## config.mk

```make
export PLATFORM = sky130hd
export DESIGN_NAME = ext_port_master
export DESIGN_NICKNAME = d
export VERILOG_FILES = /design/src/rtl/ext_port_pkg.sv /design/src/rtl/ext_port_master.sv
export SDC_FILE = /design/constraint.sdc
export NUM_CORES = 1
export LEC_CHECK = 0
export BUFFER_PORTS_ARGS = -buffer_cell sky130_fd_sc_hd__buf_2
export CAP_MARGIN = 20
export CORE_ASPECT_RATIO = 0.8
export CORE_MARGIN = 3
export CORE_UTILIZATION = 45
export DETAILED_ROUTE_END_ITERATION = 7
export PLACE_DENSITY = 0.79
export SLEW_MARGIN = 20
export SYNTH_ARGS = -nofsm -noshare
export SYNTH_HDL_FRONTEND = slang
export SYNTH_SLANG_ARGS = --single-unit
```

## constraint.sdc

```tcl
create_clock -name clk -period 2.7 [get_ports clk]
set_input_delay 0.27 -clock clk [delete_from_list [all_inputs] [get_ports clk]]
set_output_delay 0.27 -clock clk [all_outputs]
set_load 0.005 [all_outputs]
```

## src/rtl/ext_port_pkg.sv

```systemverilog
// Constants and types for the external memory expansion port master
package ext_port_pkg;
  localparam int ADDR_W = 18;
  localparam int DATA_W = 24;
  localparam int ATTR_W = 4;
  localparam int WAIT_W = 5;
  // Register offsets of the plain register port
  localparam logic [3:0] OFS_BUS_CTRL = 4'h0;
  localparam logic [3:0] OFS_OP_MODE = 4'h1;
  localparam logic [3:0] OFS_STATUS = 4'h2;
  localparam logic [3:0] OFS_RD_DATA = 4'h3;
  // Bus control register fields
  localparam int BCR_WAIT_LSB = 0;
  localparam int BCR_HOLE_BIT = 5;
  localparam int BCR_ROW_MODE_BIT = 6;
  localparam int BCR_ROW_POL_BIT = 7;
  localparam int BCR_ATTR_LSB = 8;
  // Operating mode register fields
  localparam int OMR_ACK_SYNC_BIT = 0;
  // Reset values
  localparam logic [11:0] BCR_RESET = 12'h001;
  localparam logic [0:0] OMR_RESET = 1'h0;
  localparam logic [WAIT_W-1:0] WAIT_ONE = 5'h01;
  typedef enum logic [2:0] {
    ST_SLAVE, ST_WAIT_FREE, ST_IDLE, ST_ACCESS, ST_DONE
  } bus_state_e;
endpackage : ext_port_pkg

```

## src/rtl/ext_port_master.sv

```systemverilog
// External memory expansion port master: pins, arbitration, wait states
`timescale 1ns/100ps
`default_nettype none
module ext_port_master (
  // Clock and reset
  input wire logic clk,
  input wire logic reset_n,
  // Register port
  input wire logic [3:0] reg_addr,
  input wire logic [31:0] reg_wdata,
  input wire logic reg_wr,
  input wire logic reg_rd,
  output logic [31:0] reg_rdata,
  // Core access request
  input wire logic acc_req,
  input wire logic acc_write,
  input wire logic [ext_port_pkg::ADDR_W-1:0] acc_addr,
  input wire logic [ext_port_pkg::DATA_W-1:0] acc_wdata,
  output logic acc_done,
  output logic [ext_port_pkg::DATA_W-1:0] acc_rdata,
  input wire logic standby,
  // Arbitration
  output logic bus_request_n,
  input wire logic bus_grant_n,
  input wire logic bus_busy_n_in,
  output logic bus_busy_n_out,
  output logic bus_busy_n_oe_n,
  // Memory pins
  output logic [ext_port_pkg::ADDR_W-1:0] ext_addr,
  output logic ext_addr_oe_n,
  input wire logic [ext_port_pkg::DATA_W-1:0] ext_data_in,
  output logic [ext_port_pkg::DATA_W-1:0] ext_data_out,
  output logic ext_data_oe_n,
  output logic [ext_port_pkg::ATTR_W-1:0] addr_attribute,
  output logic addr_attribute_oe_n,
  output logic read_n,
  output logic write_n,
  output logic strobe_oe_n,
  input wire logic transfer_ack_n
);
  import ext_port_pkg::*;

  ////////////////////////////////////////////////////////////////////////
  logic [11:0] bcr_q;
  logic [0:0] omr_q;
  bus_state_e state_q;
  logic [WAIT_W-1:0] wait_q;
  logic [ADDR_W-1:0] addr_q;
  logic [DATA_W-1:0] wdata_q;
  logic [DATA_W-1:0] rdata_q;
  logic write_q;
  logic req_q;
  logic ack_s1_q;
  logic ack_s2_q;
  logic ack_async_q;
  logic ack_seen;
  logic master;
  logic in_cycle;
  logic row_mode;
  logic stretch_ok;

  always_ff @(posedge clk) begin
    if (!reset_n) begin
      bcr_q <= BCR_RESET;
      omr_q <= OMR_RESET;
    end else if (reg_wr) begin
      if (reg_addr == OFS_BUS_CTRL)
        bcr_q <= reg_wdata[11:0];
      if (reg_addr == OFS_OP_MODE)
        omr_q <= reg_wdata[0:0];
    end
  end

  always_ff @(posedge clk) begin
    if (!reset_n)
      reg_rdata <= 32'h0000_0000;
    else if (reg_rd)
      unique case (reg_addr)
        OFS_BUS_CTRL: reg_rdata <= {20'h0_0000, bcr_q};
        OFS_OP_MODE: reg_rdata <= {31'h0000_0000, omr_q};
        OFS_STATUS: reg_rdata <= {28'h000_0000, master, in_cycle,
          ~bus_request_n, standby};
        OFS_RD_DATA: reg_rdata <= {8'h00, rdata_q};
        default: reg_rdata <= 32'h0000_0000;
      endcase
    else
      reg_rdata <= 32'h0000_0000;
  end

  ////////////////////////////////////////////////////////////////////////
  assign row_mode = bcr_q[BCR_ROW_MODE_BIT];
  assign master = (state_q != ST_SLAVE) && (state_q != ST_WAIT_FREE);
  assign in_cycle = (state_q == ST_ACCESS);

  // Sync-bit path has a two-flop synchroniser; the other path uses one register
  always_ff @(posedge clk) begin
    if (!reset_n) begin
      ack_s1_q <= 1'b0;
      ack_s2_q <= 1'b0;
      ack_async_q <= 1'b0;
    end else begin
      ack_s1_q <= ~transfer_ack_n;
      ack_s2_q <= ack_s1_q;
      ack_async_q <= ~transfer_ack_n;
    end
  end
  // Sync mode: pin taken through the two-flop synchroniser; otherwise one register
  assign ack_seen = omr_q[OMR_ACK_SYNC_BIT] ? ack_s2_q : ack_async_q;
  // Zero-wait or row strobe access is never stretched
  assign stretch_ok = !row_mode && (bcr_q[WAIT_W-1:0] != 5'h00);

  always_ff @(posedge clk) begin
    if (!reset_n || standby) begin
      state_q <= ST_SLAVE;
    end else begin
      unique case (state_q)
        ST_SLAVE:
          if (!bus_grant_n && req_q)
            state_q <= ST_WAIT_FREE;
        ST_WAIT_FREE:
          if (bus_grant_n)
            state_q <= ST_SLAVE;
          else if (bus_busy_n_in)
            state_q <= ST_IDLE;
        ST_IDLE:
          if (bus_grant_n)
            state_q <= ST_SLAVE;
          else if (acc_req)
            state_q <= ST_ACCESS;
        ST_ACCESS:
          // Programmed minimum first, then acknowledge if stretching allowed
          if (wait_q == 5'h00 && (!stretch_ok || ack_seen))
            state_q <= ST_DONE;
        ST_DONE:
          state_q <= bus_grant_n ? ST_SLAVE : ST_IDLE;
        default: state_q <= ST_SLAVE;
      endcase
    end
  end

  always_ff @(posedge clk) begin
    if (!reset_n)
      wait_q <= 5'h00;
    else if (state_q == ST_IDLE)
      wait_q <= bcr_q[BCR_WAIT_LSB +: WAIT_W];
    else if (in_cycle && wait_q != 5'h00)
      wait_q <= wait_q - WAIT_ONE;
  end

  // Address held between cycles to avoid needless toggling
  always_ff @(posedge clk) begin
    if (!reset_n) begin
      addr_q <= '0;
      wdata_q <= '0;
      write_q <= 1'b0;
    end else if (state_q == ST_IDLE && acc_req && !bus_grant_n &&
        !standby) begin
      addr_q <= acc_addr;
      wdata_q <= acc_wdata;
      write_q <= acc_write;
    end
  end

  always_ff @(posedge clk) begin
    if (!reset_n)
      rdata_q <= '0;
    else if (in_cycle && !write_q)
      rdata_q <= ext_data_in;
  end

  // Request tracks external needs and the hole bit only
  always_ff @(posedge clk) begin
    if (!reset_n || standby)
      req_q <= 1'b0;
    else
      req_q <= acc_req || bcr_q[BCR_HOLE_BIT];
  end

  ////////////////////////////////////////////////////////////////////////
  assign bus_request_n = ~req_q;
  assign acc_done = (state_q == ST_DONE);
  assign acc_rdata = rdata_q;
  assign ext_addr = addr_q;
  assign ext_addr_oe_n = ~master;
  assign ext_data_out = wdata_q;
  assign ext_data_oe_n = ~(in_cycle && write_q);
  assign strobe_oe_n = ~master;
  assign read_n = ~(in_cycle && !write_q);
  assign write_n = ~(in_cycle && write_q);
  assign bus_busy_n_out = ~master;
  assign bus_busy_n_oe_n = ~master;
  assign addr_attribute_oe_n = ~master;
  // Row mode: strobe active only during the cycle, polarity programmable
  assign addr_attribute = row_mode ?
    {ATTR_W{in_cycle ~^ bcr_q[BCR_ROW_POL_BIT]}} :
    bcr_q[BCR_ATTR_LSB +: ATTR_W];
endmodule : ext_port_master
`default_nettype wire

```

==> results of run 1 <==
worst max path at each step:
stage / slack (ns) / end / cells after the start
CTS: 0.55 / addr_attribute[2] / 5
global placement: 0.95 / bcr_q[1] / 5
finish: 0.56 / addr_attribute[2] / 5
floorplan: 1.31 / state_q[0] / 4
detailed placement: 0.90 / ext_data_out[23] / 5
global route: 0.44 / addr_attribute[1] / 5
synth_stat cells, drive strengths merged, types with 2 or more instances:
library cell,count
or3,4
dfxtp,115
xnor2,3
clkbuf,13
a21oi,80
buf,33
and2,14
nand2,165
o211ai,2
o21bai,2
nand2b,2
nor2,29
a22oi,9
nor3b,3
nand3,5
a221oi,2
inv,10
and3,3
nor3,2
mux2i,3
a31oi,5
o21ai,9
registers in the layout (all words and copies together) (netlist names), 3 cells and up:
name          cells
bcr_q            12
acc_rdata        24
state_q           3
ext_addr         18
reg_rdata        24
ext_data_out     24
wait_q            5
routing by layer:
layer  share of wire  global-route usage
met2            0.49               0.332
met1            0.41               0.249
met5               0                   0
met4          0.0089              0.0755
met3           0.085              0.0711
worst max-delay path, stage by stage, from the launching register on:
cell	delay, ns
dfxtp_1	0.52
and3b_1	0.41
xnor2_1	0.16
nand2_1	0.10
o21ai_0	0.13
buf_2	0.15
power by group:
group          switching (mW)  internal, mW  total [mW]
combinational          0.0729        0.0646       0.138
sequential            0.00434          1.70        1.71
clock                   0.744          1.38        2.13
layout by cell type, fill, tap and decap left out, types with 2 or more instances in the layout:
master        n
a21oi_1      71
a21oi_2       9
a221oi_2      2
a22oi_1       9
a31oi_1       5
and2_1       13
and3_1        3
buf_2       195
buf_4         5
clkbuf_1      2
clkbuf_16    17
clkbuf_8      5
clkinv_2      3
clkinvlp_4    4
conb_1        8
dfxtp_1     115
inv_1         8
inv_2         2
mux2i_1       3
nand2_1     164
nand3_1       5
nor2_1       28
nor3_1        2
nor3b_1       2
o211ai_1      2
o21ai_0       9
o21bai_1      2
or3_1         4
xnor2_1       3
logic make-up (layout without fill, tap and decap cells):
group | count (synthesis) | after routing
DFF | 115 | 115
buffers and inverters | 56 | 242
and+or+nand+nor | 234 | 234
muxes | 5 | 5
adders and majority gates | 1 | 1
xor gates and xnor gates | 3 | 3
other | 1 | 8
AOI/OAI and AO/OA | 113 | 113
metrics by stage:
step / setup WS, ns / area, um^2 / instances
after floorplan: 1.31 / 4460 / 535
after global placement: 0.945 / 5320 / 804
after detailed placement: 0.896 / 5320 / 804
after CTS: 0.552 / 5900 / 836
after global routing: 0.439 / 5900 / 836
final: 0.563 / 5900 / 836
final cells by class:
cell class | count | area (um^2)
inverter | 10 | 37.5
timing repair buffer | 200 | 1010
clock buffer | 24 | 502
multi-input combinational | 364 | 1830
sequential | 115 | 2300
tap | 115 | 144
clock inverter | 8 | 75.1
fill | 792 | 3410
==> impl_metrics.toml, run 1 <==
[timing]
maxSlewViolCount = 0
setup_tns_ns = 0
grt_setup_unrepaired = "no"
fin_skew_ns = 0.0101
finalSetupViolCount = 0
slew_headroom = 0.455
period_share = 0.792
hold_viol_final = 0
fin_crit_ns = 2.14
worstMarginPinSlew_ns = 0.817
whs_ns = 0.0265
max_freq_ghz = 0.468

[synthesis]
synth_seq_cells = 115
synthFlopType = "dfxtp_1"
yosys.area.top_type_share = 0.519
synth_top_family_by_area = "simple AND/OR/NAND/NOR gates"
synth-edff-count = 0
synth_compound_area_frac = 0.151
yosys.cell_types.count = 48
yosys_warnings = 0
synthArstFlopShare = 0
synth_fa_ha_area_frac = 0.00282
synth.mux.area_fraction = 0.0144
ys_seq_area_frac = 0.519
syn_area_mm2 = 0.00444
synthCells = 528
ys_top_cells_by_area = "dfxtp_1 52%, nand2_1 14%, a21oi_1 8.0%, buf_4 2.7%, nor2_1 2.4%"
synthSimpleGateAreaFrac = 0.231
synth_xor_area_frac = 0.00592
yosysTopAreaCell = "dfxtp_1"
synth.avg_cell_area_um2 = 8.40

[place]
gp_congestion = 0.830
hpwl_um = 8600
io_buffer_count = 195

[clock_network]
post_cts_buffers = 0
cts_resized = 0
cts_buffer_depth = 2
cts_tree = "done"
hold_buffers = 0
clk_latency_ns = 0.40
clk_pin_slew_worst_paths_ns = 0.05
cts.sink_count = 115
cts_root_buffer = "clkbuf_16"
h-tree-depth = 4
cts_buffers = 17

[min_path]
hold_end = "ack_async_q"
hold_depth = 2
min_from = "transfer_ack_n"
hold_class = "in2reg"

[detailed_routing]
firstDrtPassIters = 4
drt_iter0_drc = 261
via_per_inst = 4.96
ant_nets = 0
drc = 0
routed_wl_um = 11700
wl_per_cell_um = 14.0
vias = 4147

[floorplanning]
start_util = 0.476
die_x_um = 117
dieArea_mm2 = 0.0111
boundaryPins = 224
coreArea_mm2 = 0.00931
die_h_um = 94.8
row_count = 31

[finish]
syn_to_final_growth_pct = 33.0
drive_above_1_share = 0.347
fin_util = 0.634
fin_nets = 821
num_antenna_cells = 0

[power_and_ir_drop]
p_total_mw = 3.97
p_leak_nw = 2.58
p_per_area_mw_per_mm2 = 673
vdd_drop_max_v = 0.000495

[grt]
track_usage = 0.204
antenna_found_initial = 0
grt_pass1_vias = 3793
grt_overflow = 0
grt_max_degree = 44
grt_pass1_wl_um = 17700

[setup_path]
rr_startpoint = "state_q[1]"
critPathArrivalTime_ns = 1.87
path_max_fanout = 11
critPathKind = "reg2out"
cp-start-kind = "register"
timing.rr.end = "ext_addr[12]"
end_kind = "primary output"
reg2reg_slack_ns = 0.89
crit_start = "state_q[1]"
r2r_cells = 5
worstPathRequired_ns = 2.43

[job]
max-cap-violations = 0

[run_status]
outcome = "finished, final reports clean"
Power figures use the tool's default switching activity.
==> run 2, diff against run 1 <==
==> constraint.sdc (replaced) <==
create_clock -name clk -period 2.1 [get_ports clk]
set_input_delay 0.21 -clock clk [delete_from_list [all_inputs] [get_ports clk]]
set_output_delay 0.21 -clock clk [all_outputs]
set_load 0.005 [all_outputs]
==> run 2 against run 1 <==
Against the previous run: cell area increased by 2.1%; largest power group unchanged; critical path type unchanged; register-to-register slack worse by 0.41 ns; die area unchanged.
==> impl_metrics.toml, run 2 (synthesis gave the netlist of run 1 again) <==
[floorplanning]
row_count = 31
dieArea_mm2 = 0.0111
die_h_um = 94.8
start_util = 0.476
die_x_um = 117
boundaryPins = 224
coreArea_mm2 = 0.00931

[grt]
track_usage = 0.212
grt_pass1_vias = 3911
grt_pass1_wl_um = 18500
grt_overflow = 0
grt_max_degree = 44
antenna_found_initial = 0

[timing]
setup_tns_ns = 0
postLayoutSetupSlackWorst_ns = 0.120
fin_crit_ns = 1.98
finalSetupViolCount = 0
max_freq_ghz = 0.505
worstMarginPinSlew_ns = 0.579
period_share = 0.943
grt_setup_unrepaired = "no"
slew_headroom = 0.613
maxSlewViolCount = 0
hold_viol_final = 0
fin_skew_ns = 0.0113
whs_ns = 0.0409

[setup_path]
critPathArrivalTime_ns = 1.77
rr_startpoint = "state_q[1]"
critPathKind = "reg2out"
path_max_fanout = 8
cp-start-kind = "register"
end_kind = "primary output"
timing.rr.end = "ext_data_out[9]"
reg2reg_slack_ns = 0.48
worstPathRequired_ns = 1.89
r2r_cells = 5

[detailed_routing]
drt_iter0_drc = 228
ant_nets = 0
vias = 4169
via_per_inst = 4.97
wl_per_cell_um = 14.3
firstDrtPassIters = 4
routed_wl_um = 12000
drc = 0

[min_path]
min_from = "acc_wdata[18]"
hold_end = "ext_data_out[18]"
hold_class = "in2reg"
hold_depth = 3

[clock_network]
cts_root_buffer = "clkbuf_16"
clk_latency_ns = 0.40
cts.sink_count = 115
cts_buffers = 17
h-tree-depth = 4
cts_tree = "done"
post_cts_buffers = 0
clk_pin_slew_worst_paths_ns = 0.05
cts_buffer_depth = 2

[finish]
drive_above_1_share = 0.353
fill_cells = 802
fin_util = 0.647
num_antenna_cells = 0
final_common_cell = "buf_2"
fin_nets = 823
final_cell_mix = "195 x buf_2, 164 x nand2_1, 113 x dfxtp_1, 71 x a21oi_1, 28 x nor2_1"
syn_to_final_growth_pct = 35.7

[place]
preCtsSetupSlack_ns = 0.401
hpwl_um = 8500
gp_congestion = 0.824
io_buffer_count = 195

[run_status]
outcome = "finished, final reports clean"

[job]
max-cap-violations = 0

[power_and_ir_drop]
p_per_area_mw_per_mm2 = 915
vdd_drop_max_v = 0.000630
p_leak_nw = 2.64
==> run 2: power breakdown <==
| part | switching (mW) | internal (mW) | total, mW |
|---|---|---|---|
| Combinational | 0.0952 | 0.0873 | 0.183 |
| Sequential | 0.00564 | 2.19 | 2.20 |
| Clock | 0.997 | 2.14 | 3.13 |
| Total | 1.10 | 4.41 | 5.51 |
==> run 2: per-layer routing <==
metal | vias to the layer above | wire length (um) | GRT usage
li1 | 2081 | - | -
met5 | - | 0 | 0
met4 | 0 | 104 | 0.0506
met1 | 1924 | 5010 | 0.255
met2 | 153 | 5990 | 0.365
met3 | 11 | 875 | 0.0711
==> run 2: cell type report <==
| type | count | area [um^2] | area share |
|---|---|---|---|
| clock buffers | 19 | 443 | 0.0736 |
| clock inverters | 13 | 206 | 0.0343 |
| inverters | 10 | 40.0 | 0.00665 |
| multi-input cells | 364 | 1830 | 0.303 |
| flip-flops and latches | 115 | 2300 | 0.383 |
| well taps | 115 | 144 | 0.0239 |
| repair buffers | 202 | 1060 | 0.175 |
==> run 2: critical path, cell delays in order (launching register included) <==
cell	delay (ns)
dfxtp_1	0.47
and3b_2	0.32
xnor2_1	0.17
nand2_1	0.12
o21ai_0	0.13
buf_2	0.15
==> run 2: what timing repair did <==
action / 4_1_cts / 5_1_grt
resized for setup: 1 / 4
endpoints found under the setup margin: 4 / 5
hold endpoints to repair: 1 / 0
pin swaps: 0 / 0
hold buffers: 1 / 0
==> run 2: worst max-delay path by stage <==
| stage | start | end | slack [ns] |
|---|---|---|---|
| 5_1_grt | state_q[2] | addr_attribute[1] | 0.005 |
| 3_5_place_dp | state_q[0] | addr_attribute[1] | 0.40 |
| 6_report | state_q[2] | addr_attribute[2] | 0.12 |
| 2_1_floorplan | omr_q | state_q[0] | 0.71 |
| 3_3_place_gp | state_q[0] | addr_attribute[2] | 0.47 |
| 4_1_cts | state_q[0] | addr_attribute[2] | 0.05 |
==> run 2: through the flow <==
step           power, mW  instances  cell area [um^2]
2_1_floorplan       2.32        535              4460
3_3_place_gp        2.42        805              5360
3_5_place_dp        2.42        805              5360
4_1_cts             5.56        838              6020
5_1_grt             5.68        838              6020
6_report            5.51        838              6020
==> run 3, diff against run 2 <==
--- a/config.mk
+++ b/config.mk
@@ -5,13 +5,12 @@
 export SDC_FILE = /design/constraint.sdc
 export NUM_CORES = 1
 export LEC_CHECK = 0
-export BUFFER_PORTS_ARGS = -buffer_cell sky130_fd_sc_hd__buf_2
 export CAP_MARGIN = 20
 export CORE_ASPECT_RATIO = 0.8
 export CORE_MARGIN = 3
 export CORE_UTILIZATION = 45
 export DETAILED_ROUTE_END_ITERATION = 7
-export PLACE_DENSITY = 0.79
+export DONT_BUFFER_PORTS = 1
 export SLEW_MARGIN = 20
 export SYNTH_ARGS = -nofsm -noshare
 export SYNTH_HDL_FRONTEND = slang
==> run 3 against run 2 <==
Against the previous run: power down 0.91%; die area unchanged; first-iteration DRC count up 33%; worst setup slack better by 0.069 ns; clock power down 3%; clock skew down 0.0048 ns; clock-buffer cell count unchanged; non-clock buffer count down 107; largest cell class unchanged.
==> impl_metrics.toml, run 3 (synthesis gave the netlist of run 1 again) <==
[setup_path]
crit_family = "simple AND/OR/NAND/NOR gates"
cpMaxStageDelayCell = "and3b_1"
timing.rr.end = "ext_data_out[12]"
path_max_fanout = 8
cpPeakStageDelay_ns = 0.47
end_kind = "primary output"
r2r_cells = 5
cp.depth = 4
crit_start = "state_q[2]"
critPathKind = "reg2out"
reg2reg_slack_ns = 0.50
worstPathRequired_ns = 1.89
critPathArrivalTime_ns = 1.70
cp_num_buf_inv = 0
cp-start-kind = "register"
cp-endpoint = "addr_attribute[2]"
worstPathCellList = "and3b_1 -> xnor2_1 -> nand2_1 -> o21ai_0"
rr_startpoint = "state_q[1]"

[finish]
num_antenna_cells = 0
fin_util = 0.633
fin_nets = 716
final_cells = 731
syn_to_final_growth_pct = 32.8
final_cell_mix = "164 x nand2_1, 113 x dfxtp_1, 86 x dlygate4sd3_1, 71 x a21oi_1, 28 x nor2_1"
final_common_cell = "nand2_1"
drive_above_1_share = 0.102

[floorplanning]
start_util = 0.476
dieArea_mm2 = 0.0111
die_h_um = 94.8
boundaryPins = 224
die_x_um = 117
coreArea_mm2 = 0.00931
row_count = 31

[clock_network]
cts_tree = "done"
cts.sink_count = 115
clk_pin_slew_worst_paths_ns = 0.05
cts_root_buffer = "clkbuf_16"
clk_latency_ns = 0.40
cts_buffer_depth = 2
cts_buffers = 17
h-tree-depth = 4

[timing]
slew_headroom = 0.469
hold_viol_final = 0
setup_tns_ns = 0
postLayoutSetupSlackWorst_ns = 0.189
max_freq_ghz = 0.523
worstMarginPinSlew_ns = 0.796
fin_skew_ns = 0.00649
fin_crit_ns = 1.91
maxSlewViolCount = 0
grt_setup_unrepaired = "no"
finalSetupViolCount = 0
period_share = 0.910

[detailed_routing]
routed_wl_um = 12300
firstDrtPassIters = 4
via_per_inst = 5.23
wl_per_cell_um = 16.9
drt_iter0_drc = 303
vias = 3824
drc = 0
ant_nets = 0

[power_and_ir_drop]
p_per_area_mw_per_mm2 = 927
vdd_drop_max_v = 0.000558
p_total_mw = 5.46
p_leak_nw = 2.08

[grt]
antenna_found_initial = 0
grt_pass1_vias = 3723
grt_max_degree = 45
grt_pass1_wl_um = 18700
grt_overflow = 0
track_usage = 0.218

[place]
gp_congestion = 0.794
io_buffer_count = 0
preCtsSetupSlack_ns = 0.446
placedCellCount = 613
hpwl_um = 7810

[job]
max-cap-violations = 0

[min_path]
hold_class = "in2reg"

[run_status]
outcome = "finished, final reports clean"
-- run 3: changes by cell type in the layout (fill, tap and decap cells not counted), sizes merged --
| cell | previous run | this run |
|---|---|---|
| buf | 201 | 9 |
| dlygate4sd3 | 1 | 86 |
| clkinvlp | 2 | 4 |
| bufinv | 5 | 4 |
| inv | 11 | 10 |
-- run 3: where the power goes --
group | total, mW | switching (mW) | leakage [nW] | internal, mW
clock network | 3.05 | 1.01 | 0.301 | 2.04
registers | 2.20 | 0.00619 | 0.928 | 2.19
logic | 0.214 | 0.0837 | 0.850 | 0.130
-- run 3: repair_timing --
| action | in CTS | in global routing |
|---|---|---|
| hold buffers | 86 | 0 |
| buffers inserted | 0 | 0 |
| hold endpoints to repair | 89 | 0 |
| endpoints found under the setup margin | 0 | 5 |
| gates resized for setup | 0 | 4 |
-- run 3: final cells by class --
class	instances	area [um^2]
Clock inverter	13	183
Sequential cell	115	2300
Clock buffer	19	453
Multi-Input combinational cell	364	1830
Tap cell	115	144
Fill cell	765	3420
Timing Repair Buffer	95	941
Inverter	10	40.0
-- run 3: worst reg2reg max path: stages, from the launching register on --
cell and delay [ns]:
dfxtp_2 0.43, nor3b_4 0.35, and3_1 0.26, buf_12 0.22, nand2_1 0.12, a21oi_1 0.15
-- run 3: metrics by stage --
step | hold slack, ns | cell area, um^2
floorplan | 0.277 | 4460
global placement | 0.280 | 4390
detailed placement | 0.281 | 4390
CTS | 0.0163 | 5890
global route | 0.0307 | 5890
finish | 0.0194 | 5890
-- run 3: routing by layer --
metal / up-vias / GRT usage / share of wire
met5: - / 0 / 0
met3: 13 / 0.0724 / 0.084
met1: 1776 / 0.258 / 0.41
li1: 1867 / - / -
met4: 0 / 0.0869 / 0.012
met2: 168 / 0.363 / 0.49
-- run 3: worst min path at each step --
stage / from / end / slack (ns) / cells past startpoint
CTS: bus_grant_n / state_q[1] / 0.02 / 2
finish: bus_grant_n / state_q[1] / 0.02 / 2
floorplan: transfer_ack_n / ack_async_q / 0.28 / 1
global placement: transfer_ack_n / ack_async_q / 0.28 / 1
detailed placement: transfer_ack_n / ack_async_q / 0.28 / 1
global route: bus_grant_n / state_q[1] / 0.03 / 2
